**src/uss_pkg.sv**
```systemverilog
// Purpose: Shared constants and types for the universal shift unit
// Assumes: Control, status and data access arrive as plain ports
// Notes:   Field positions refer to the control and status port vectors
package uss_pkg;

  // Control vector layout
  localparam int CR_WIDTH       = 8;
  localparam int CR_WM_HI       = 5;   // Wire mode, high bit
  localparam int CR_WM_LO       = 4;   // Wire mode, low bit
  localparam int CR_CS_HI       = 3;   // Clock source select, high bit
  localparam int CR_CS_LO       = 2;   // External clock edge select
  localparam int CR_CLK_STROBE  = 1;   // Count on software strobe
  localparam int CR_TOGGLE      = 0;   // Clock toggle strobe

  // Status vector layout
  localparam int SR_START_FLAG  = 7;
  localparam int SR_OVF_FLAG    = 6;
  localparam int SR_CNT_HI      = 3;

  // Wire modes
  localparam logic [1:0] WM_OFF   = 2'h0;
  localparam logic [1:0] WM_THREE = 2'h1;
  localparam logic [1:0] WM_TWO   = 2'h2;
  localparam logic [1:0] WM_TWOH  = 2'h3;

  // Reset values and counter top value
  localparam logic [7:0] DATA_RST = 8'h00;
  localparam logic [3:0] CNT_RST  = 4'h0;
  localparam logic [3:0] CNT_MAX  = 4'hF;

  // Edge/sampling kind
  typedef enum logic [1:0] {
    USS_EDGE_NONE,
    USS_EDGE_RISE,
    USS_EDGE_FALL
  } uss_edge_type;

endpackage : uss_pkg

```
**src/uss_edge_sync.sv**
```systemverilog
// Purpose: Two-stage synchroniser with edge detection for a pin input
// Assumes: Input is asynchronous to sys_clk_i
// Notes:   First stage feeds only the second stage
`timescale 1ns/1ps
module uss_edge_sync
  import uss_pkg::*;
(
  input  wire logic          sys_clk_i,
  input  wire logic          nrst_i,
  input  wire logic          pin_i,
  output logic               level_o,
  output uss_pkg::uss_edge_type edge_o
);

  typedef struct packed {
    logic s1;
    logic s2;
    logic s3;
  } uss_sync_state_type;

  uss_sync_state_type st_q;
  uss_sync_state_type st_d;

  // Shift chain
  always_comb begin
    st_d    = st_q;
    st_d.s1 = pin_i;
    st_d.s2 = st_q.s1;
    st_d.s3 = st_q.s2;
  end

  always_ff @(posedge sys_clk_i or negedge nrst_i) begin
    if (!nrst_i) begin
      st_q <= '0;
    end else begin
      st_q <= st_d;
    end
  end

  // Edge decode from the settled stages only
  always_comb begin
    level_o = st_q.s2;
    if (st_q.s2 && !st_q.s3) begin
      edge_o = USS_EDGE_RISE;
    end else if (!st_q.s2 && st_q.s3) begin
      edge_o = USS_EDGE_FALL;
    end else begin
      edge_o = USS_EDGE_NONE;
    end
  end

endmodule : uss_edge_sync

```
**src/uss_shift_unit.sv**
```systemverilog
// Purpose: Universal serial shift unit: 8-bit shift register, 4-bit counter
// Assumes: Software access via plain write strobes; pins sampled into sys_clk_i
// Notes:   Three-wire mode is the main use; two-wire hold hooks included
`timescale 1ns/1ps
module uss_shift_unit
  import uss_pkg::*;
(
  input  wire logic                      sys_clk_i,
  input  wire logic                      nrst_i,
  // Software access
  input  wire logic                      data_wr_i,
  input  wire logic [7:0]                data_wdata_i,
  output logic      [7:0]                data_rdata_o,
  input  wire logic                      ctrl_wr_i,
  input  wire logic [uss_pkg::CR_WIDTH-1:0] ctrl_wdata_i,
  output logic      [uss_pkg::CR_WIDTH-1:0] ctrl_rdata_o,
  input  wire logic                      stat_wr_i,
  input  wire logic [7:0]                stat_wdata_i,
  output logic      [7:0]                stat_rdata_o,
  // Events
  input  wire logic                      timer_match_i,
  output logic                           ovf_wake_o,
  output logic                           start_irq_o,
  // Pins
  input  wire logic                      serial_in_pin_i,
  output logic                           data_out_pin_o,
  input  wire logic                      serial_clock_pin_i,
  output logic                           serial_clock_pin_o,
  output logic                           serial_clock_pin_oe_o,
  output logic                           sda_pin_o,
  output logic                           sda_pin_oe_o
);

  typedef struct packed {
    logic [7:0]                 shreg;
    logic [3:0]                 cnt;
    logic                       ovf;
    logic                       start;
    logic                       out_latch;
    logic [CR_WIDTH-1:0]        ctrl;
    logic                       clk_out;
    logic                       sin_s1;
    logic                       sin_s2;
    logic                       hold_low;
  } uss_state_type;

  uss_state_type st_q;
  uss_state_type st_d;

  logic         clk_lvl;
  uss_edge_type clk_edge;
  logic         sda_lvl;
  uss_edge_type sda_edge;

  // Synchronise serial clock pin and find its edges
  uss_edge_sync u_clk_sync (
    .sys_clk_i (sys_clk_i),
    .nrst_i    (nrst_i),
    .pin_i     (serial_clock_pin_i),
    .level_o   (clk_lvl),
    .edge_o    (clk_edge)
  );

  // Two-wire data line watched for start conditions
  uss_edge_sync u_sda_sync (
    .sys_clk_i (sys_clk_i),
    .nrst_i    (nrst_i),
    .pin_i     (serial_in_pin_i),
    .level_o   (sda_lvl),
    .edge_o    (sda_edge)
  );

  logic [1:0] wmode;
  logic       cs_hi;
  logic       edge_sel;
  logic       strobe_cnt;
  logic       samp_evt;
  logic       shift_evt;
  logic       cnt_evt;
  logic       toggle_wr;
  logic       sin_bit;

  always_comb begin
    wmode      = st_q.ctrl[CR_WM_HI:CR_WM_LO];
    cs_hi      = st_q.ctrl[CR_CS_HI];
    edge_sel   = st_q.ctrl[CR_CS_LO];
    strobe_cnt = st_q.ctrl[CR_CLK_STROBE];
    toggle_wr  = ctrl_wr_i && ctrl_wdata_i[CR_TOGGLE];
    sin_bit    = st_q.sin_s2;
    samp_evt   = 1'b0;
    shift_evt  = 1'b0;
    cnt_evt    = 1'b0;
    // Clock source choice
    if (!cs_hi) begin
      // Internal, edge select clear: timer match or software strobe shifts one whole bit; edge select set blocks both
      samp_evt = edge_sel ? 1'b0 : (timer_match_i || (ctrl_wr_i && ctrl_wdata_i[CR_CLK_STROBE]));
      cnt_evt  = samp_evt;
    end else begin
      // External pin: edge select picks sampling edge
      samp_evt  = edge_sel ? (clk_edge == USS_EDGE_FALL)
                           : (clk_edge == USS_EDGE_RISE);
      shift_evt = edge_sel ? (clk_edge == USS_EDGE_RISE)
                           : (clk_edge == USS_EDGE_FALL);
      // Both edges counted, or strobe counting when selected
      cnt_evt   = strobe_cnt ? toggle_wr
                             : (clk_edge != USS_EDGE_NONE);
    end
  end

  // Next-state logic
  always_comb begin
    st_d        = st_q;
    st_d.sin_s1 = serial_in_pin_i;
    st_d.sin_s2 = st_q.sin_s1;
    if (ctrl_wr_i) begin
      st_d.ctrl = ctrl_wdata_i;
      st_d.ctrl[CR_TOGGLE] = 1'b0;                                     // Strobe reads zero
    end
    // Toggle strobe flips the driven clock level
    if (toggle_wr) begin
      st_d.clk_out = !st_q.clk_out;
    end
    // Sample into lsb; shift register holds all data with no buffer
    if (samp_evt) begin
      st_d.shreg = {st_q.shreg[6:0], sin_bit};
    end
    // Internal clocking: latch takes the new msb in the same cycle as the bit shift
    if (!cs_hi && samp_evt) begin
      st_d.out_latch = st_q.shreg[6];
    end
    // External clocking: latch opens on the opposite edge
    if (cs_hi && shift_evt) begin
      st_d.out_latch = st_q.shreg[7];
    end
    if (data_wr_i) begin
      st_d.shreg     = data_wdata_i;
      st_d.out_latch = data_wdata_i[7];
    end
    // Counter with wrap and sticky overflow
    if (cnt_evt) begin
      st_d.cnt = st_q.cnt + 4'h1;
    end
    if (stat_wr_i) begin
      st_d.cnt = stat_wdata_i[SR_CNT_HI:0];
      if (stat_wdata_i[SR_OVF_FLAG]) st_d.ovf = 1'b0;
      if (stat_wdata_i[SR_START_FLAG]) st_d.start = 1'b0;
    end
    // Set wins over a clear in the same cycle
    if (cnt_evt && st_q.cnt == CNT_MAX && !stat_wr_i) begin
      st_d.ovf = 1'b1;
    end else if (cnt_evt && st_q.cnt == CNT_MAX) begin
      st_d.ovf = 1'b1;
    end
    // Start condition: data falls while clock high in two-wire mode
    if (wmode[1] && sda_edge == USS_EDGE_FALL && clk_lvl) begin
      st_d.start = 1'b1;
    end
    // Wait states: hold clock low after start in two-wire mode, or after overflow in WM_TWOH mode only
    st_d.hold_low = wmode[1] &&
                    ((st_d.start && !clk_lvl) || (wmode == WM_TWOH && st_d.ovf));
  end

  always_ff @(posedge sys_clk_i or negedge nrst_i) begin
    if (!nrst_i) begin
      st_q <= '0;
    end else begin
      st_q <= st_d;
    end
  end

  // Outputs
  always_comb begin
    data_rdata_o          = st_q.shreg;
    ctrl_rdata_o          = st_q.ctrl;
    stat_rdata_o          = {st_q.start, st_q.ovf, 2'b00, st_q.cnt};
    ovf_wake_o            = st_q.ovf;
    start_irq_o           = st_q.start;
    data_out_pin_o        = (wmode == WM_THREE) ? st_q.out_latch : 1'b0;
    sda_pin_o             = 1'b0;
    sda_pin_oe_o          = !(wmode[1] && !st_q.out_latch);
    serial_clock_pin_o    = st_q.hold_low ? 1'b0 : st_q.clk_out;
    serial_clock_pin_oe_o = !(st_q.hold_low || (wmode == WM_THREE && !cs_hi) ||
                              (strobe_cnt && cs_hi && wmode == WM_THREE));
  end

endmodule : uss_shift_unit

```
**config.mk**
```make
export PLATFORM = sky130hd
export DESIGN_NAME = uss_shift_unit
export DESIGN_NICKNAME = d
export VERILOG_FILES = /design/src/uss_pkg.sv /design/src/uss_edge_sync.sv /design/src/uss_shift_unit.sv
export SDC_FILE = /design/constraint.sdc
export NUM_CORES = 1
export LEC_CHECK = 0
export ABC_AREA = 1
export BUFFER_PORTS_ARGS = -buffer_cell sky130_fd_sc_hd__buf_2
export CAP_MARGIN = 5
export CORE_MARGIN = 2
export CORE_UTILIZATION = 30
export DETAILED_ROUTE_END_ITERATION = 7
export PLACE_DENSITY = 0.59
export SLEW_MARGIN = 20
export SYNTH_ARGS = -nofsm -noshare
export SYNTH_HDL_FRONTEND = slang
export SYNTH_HIERARCHICAL = 1
export SYNTH_SLANG_ARGS = --single-unit
export TNS_END_PERCENT = 50
```
**constraint.sdc**
```tcl
create_clock -name sys_clk_i -period 3.9 [get_ports sys_clk_i]
set_input_delay 0.78 -clock sys_clk_i [delete_from_list [all_inputs] [get_ports sys_clk_i]]
set_output_delay 0.78 -clock sys_clk_i [all_outputs]
set_load 0.03 [all_outputs]
```
==> results of run 1 <==
==> path summary, 6_finish.rpt <==
kind                                               to  cells past startpoint
worst min-delay path               u_sda_sync/level_o                      0
worst max register to register        data_rdata_o[0]                      9
worst min register to register     u_sda_sync/level_o                      0
min in group asynchronous                     st_q[3]                      1
worst max-delay path            serial_clock_pin_oe_o                      5
max in group asynchronous                     st_d[1]                      1
==> routing by layer <==
layer / vias to the layer above / global-route usage [%] / routed length [um]
met5: - / 0 / 0
met4: 0 / 4.07 / 53
met3: 8 / 3.82 / 273
met2: 44 / 17.3 / 1470
met1: 571 / 13.3 / 1510
li1: 685 / - / -
==> sequential cells by signal, summed over array words and instances, names as in the netlist <==
signal              count
data_rdata_o            8
ctrl_rdata_o            7
stat_rdata_o            4
st_q                    3
ovf_wake_o              1
sin_bit                 1
st_d                    1
start_irq_o             1
u_clk_sync/level_o      1
u_clk_sync/st_d         1
u_clk_sync/st_q         1
u_sda_sync/level_o      1
u_sda_sync/st_d         1
u_sda_sync/st_q         1
==> layout make-up <==
class	instances	area, um2	share of cell area (%)
Timing Repair Buffer	56	280	14.0
Sequential cell	32	801	40.0
Multi-Input combinational cell	120	628	31.4
Tap cell	72	90.1	4.50
Clock buffer	7	96.3	4.82
Inverter	28	105	5.25
==> per-stage QoR <==
| step | area [um2] | std cells | setup slack, ns |
|---|---|---|---|
| final | 2000 | 315 | 1.77 |
| after global placement | 1900 | 308 | 2.02 |
| after detailed placement | 1900 | 308 | 2.01 |
| after CTS | 2000 | 315 | 1.76 |
| after global routing | 2000 | 315 | 1.64 |
| after floorplan | 1750 | 210 | 2.01 |
==> cells in the mapped netlist (2+ instances only) <==
library cell  instances
buf_2                 2
buf_4                25
clkbuf_1              2
dfrtp_1              32
inv_1                28
mux2_2                2
nand2_1              55
nand3_1               4
nand4_1               4
nor2_1                9
nor2_2                2
nor3_1                2
o211ai_1              2
o21ai_0              14
o21ai_2               9
==> kinds of logic after synthesis <==
logic type                 Yosys count  synth area share, %
muxes                                3                 1.87
xor gates and xnor gates             2                 1.01
and+or+nand+nor                     81                 20.1
buffers and inverters               58                 18.5
other                                1                0.216
adders and majority gates            1                0.719
AOI/OAI and AO/OA                   29                 11.6
DFF                                 32                 46.0
==> cells in the final DEF (no fill, tap or decap), drive strengths merged, types with 3 or more instances in the layout <==
| cell | n |
|---|---|
| dfrtp | 32 |
| nor2 | 11 |
| nand2 | 57 |
| buf | 56 |
| conb | 4 |
| inv | 28 |
| clkbuf | 7 |
| nand3 | 5 |
| nand4 | 4 |
| o21ai | 23 |
| a21oi | 3 |
==> power by group through the flow <==
stage,Clock [mW],Sequential [mW],Combinational [mW]
finish,0.273,0.409,0.285
floorplan,0,0.412,0.256
global route,0.298,0.415,0.316
global placement,0,0.414,0.288
CTS,0.285,0.410,0.291
detailed placement,0,0.415,0.291
==> impl_metrics.toml, run 1 <==
[power]
ir_drop_mv = 0.238
p_int_mw = 0.622
power_leakage_nw = 1.09
powerDensity_nw_per_um2 = 483
pwr-share-comb_pct = 29.5
seq_power_share_pct = 42.3
swShare_pct = 35.7
fin_total_pwr_mw = 0.967
clkPwrFrac_pct = 28.2
switchingPower_mw = 0.345

[sta]
final_hold_viol_count = 0
holdWs_ns = 0.350
final.setup_skew_ns = 0.00742
fin_crit_ns = 2.13
setup_viol = 0
slew_headroom_pct = 51.3
timing.final.max_slew_violations = 0
rsz0062_at_grt = "no"
tightest_slew_ns = 0.730
fin_tns_setup_ns = 0
finalCritPeriodShare_pct = 54.7
timing.fmax_mhz = 468

[routing]
drtPass1Iterations = 4
wirelength_um = 3300
routed_via_density = 4.15
drc = 0
drtIter0Drc = 55
wl_per_cell_um = 10.5
antenna_left = 0
vias = 1308

[logic_synthesis]
yosys_warnings = 6
synth_area_leaders = "dfrtp_1, nand2_1, buf_4"
synth.distinct_cells = 30
ys_ff_latch = 32
synth_edf_count = 0
syn_area_per_cell_um2 = 8.40
async_reset_ff_share_pct = 100
synth_ff_type = "dfrtp_1"
synth-seq-area-share_pct = 46.0
syn-instance-count = 207
synth_top_cell_area_share_pct = 46.0
synth_area_um2 = 1740
synth_top_cell_by_area = "dfrtp_1"

[hold_path]
min-delay-start = "u_sda_sync/st_d[1]"
hp-class = "register to register"

[layout]
fin_util_pct = 36.1
area_growth_pct = 15.0
drive_above_1_share_pct = 33.7
nNetsFinal = 276
num_antenna_cells = 0
fillers = 620

[worst_setup_path]
start_kind = "register"
path_class = "register to output port"
r2r_start = "u_clk_sync/level_o"
crit_slowest_cell = "dfrtp_1"
crit_family = "flip-flops"
cp.required_ns = 3.12
cp.arrival_ns = 1.35
r2r_slack_ns = 2.52
cp-end-kind = "output port"
crit_chain = "inv_1 -> nor2_2 -> nor3_1 -> nor2_1 -> buf_2"
crit_buf_inv = 2
crit_start = "ctrl_rdata_o[3]"
worstPathMaxFanout = 7
critPathMaxStageDelay_ns = 0.49

[die]
die_h_um = 80.1
start_util_pct = 31.4
coreArea_um2 = 5540
dieArea_um2 = 6420
die_w_um = 80.1
std_cell_rows = 27
ioPinCount = 63

[placed_design]
gp_congestion = 0.735
hpwl_um = 2480
portBuffers = 56

[cts]
clk-insertion-delay-late_ns = 0.28
cts_buffer_depth = 2
cts.sinks = 32
htreeDepth = 2
cts-root-buf = "clkbuf_8"
cts.clk_slew.worst_paths_ns = 0.06
cts_setup_buffers = 0
cts_tree = "done"
holdBufCountCts = 0
cts_resized = 0
cts_made_buffers = 5

[flow_run]
drv_cap = 0

[grt]
grt_usage_pct = 10.8
grt_max_degree = 33
grt_pass1_vias = 1202
grt_pass1_wl_um = 5300
gr-total-overflow = 0
antenna_found_initial = 0

[outcome]
status = "completed"
No activity file was read; power rests on OpenSTA's default activity.
==> inputs of run 2 (changes only) <==
Clock period 3.9 ns to 2.1 ns, I/O delays scaled along.
==> run 2 against run 1 <==
  * Combinational power is 87% higher
  * Largest power group unchanged
  * Wire length up 2.0%
  * Critical endpoint unchanged
  * Global-route usage grew 0.46 points
  * Via count grew 2.4%
  * Worst setup slack worse by 1.4 ns
  * Hold slack worse by 0.15 ns
  * Clock power grew 76%
  * Clock skew shrank 0.0022 ns
  * Critical path depth did not move
  * Die area unchanged
  * Critical path type unchanged
  * Non-clock buffer count is the same
==> impl_metrics.toml, run 2 (synthesis results as in run 1) <==
[layout]
nNetsFinal = 276
fin_util_pct = 36.0
largest_register_ffs = 8
drive_above_1_share_pct = 33.2
mostFrequentLayoutCells = "buf_2, nand2_1, dfrtp_1"
num_antenna_cells = 0
layout_commonest_cell = "buf_2"
area_growth_pct = 14.7

[sta]
tightest_slew_ns = 0.729
slew_headroom_pct = 51.4
timing.final.max_slew_violations = 0
final_hold_viol_count = 0
rsz0062_at_grt = "no"
setup_viol = 0
holdWs_ns = 0.200
finalCritPeriodShare_pct = 83.3
final.setup_skew_ns = 0.00526
fin_tns_setup_ns = 0
fin_crit_ns = 1.75
timing.fmax_mhz = 571

[routing]
wl_per_cell_um = 10.7
drtIter0Drc = 56
antenna_left = 0
drtPass1Iterations = 4
wirelength_um = 3370
routed_via_density = 4.24
vias = 1340
drc = 0

[worst_setup_path]
r2r_start = "u_clk_sync/level_o"
start_kind = "register"
crit_family = "flip-flops"
r2r_cells = 9
worstPathMaxFanout = 7
cp.arrival_ns = 1.33
cp-end-kind = "output port"
path_class = "register to output port"
crit_buf_inv = 2
cp.required_ns = 1.68
crit_start = "ctrl_rdata_o[3]"
crit_slowest_cell = "dfrtp_1"
critPathMaxStageDelay_ns = 0.48
cp.depth = 5
crit_chain = "inv_1 -> nor2_2 -> nor3_1 -> nor2_1 -> buf_2"

[cts]
clk-insertion-delay-late_ns = 0.27
cts_made_buffers = 5
holdBufCountCts = 0
htreeDepth = 2
cts_tree = "done"
cts.sinks = 32
cts.clk_slew.worst_paths_ns = 0.07
cts_setup_buffers = 0
cts_resized = 0
cts_buffer_depth = 2
cts-root-buf = "clkbuf_8"

[die]
ioPinCount = 63
std_cell_rows = 27
die_h_um = 80.1
dieArea_um2 = 6420
start_util_pct = 31.4
coreArea_um2 = 5540
die_w_um = 80.1

[flow_run]
drv_cap = 0

[grt]
antenna_found_initial = 0
gr-total-overflow = 0
grt_max_degree = 33
grt_usage_pct = 11.2
grt_pass1_wl_um = 5510
grt_pass1_vias = 1251

[hold_path]
hp-class = "input port to asynchronous set/reset pin"

[placed_design]
portBuffers = 56
hpwl_um = 2540
gp_congestion = 0.759

[power]
ir_drop_mv = 0.406
powerDensity_nw_per_um2 = 888
fin_total_pwr_mw = 1.77
power_leakage_nw = 1.08

[outcome]
status = "completed"
-- run 2: cell count changes in the layout (fill, tap and decap cells not counted) --
cell,change
clkbuf_1,+2
clkbuf_8,-1
-- run 2: routing by layer --
| layer | global-route usage, % | wire length, um |
|---|---|---|
| met5 | 0 | 0 |
| met4 | 4.07 | 32 |
| met3 | 4.04 | 273 |
| met2 | 19.3 | 1590 |
| met1 | 12.8 | 1470 |
-- run 2: cell type report --
| class | count | area (um2) |
|---|---|---|
| fill | 607 | 3550 |
| sequential | 32 | 801 |
| multi-input combinational | 120 | 628 |
| timing repair buffer | 56 | 280 |
| inverter | 28 | 105 |
| clock buffer | 8 | 90.1 |
| tap | 72 | 90.1 |
-- run 2: where the power goes --
group / switching [mW] / internal (mW) / total [mW]
sequential: 0.0606 / 0.698 / 0.759
clock: 0.214 / 0.267 / 0.481
combinational: 0.366 / 0.166 / 0.532
-- run 2: final timing paths --
| kind | to | slack [ns] |
|---|---|---|
| max | serial_clock_pin_oe_o | 0.35 |
| max in group asynchronous | sin_bit | 1.43 |
| min reg2reg | u_clk_sync/level_o | 0.35 |
| min in group sys_clk_i | u_clk_sync/st_d[1] | 0.26 |
| min | st_q[12] | 0.20 |
| max reg2reg | data_rdata_o[0] | 0.69 |
-- run 2: per-stage QoR --
stage               worst slack [ns]  cells  cell area, um2
floorplan                      0.573    210            1750
global placement               0.595    308            1900
detailed placement             0.571    308            1900
CTS                            0.350    316            1990
global route                   0.243    316            1990
finish                         0.350    316            1990
-- run 2: worst reg2reg max path, stage by stage, from the launching register on --
cell and delay (ns):
dfrtp_1 0.41, inv_1 0.06, nor2_1 0.14, inv_1 0.07
nand2_1 0.08, nand2_1 0.05, nand3_1 0.13, nand2_4 0.15
o211ai_1 0.14, o21ai_2 0.07
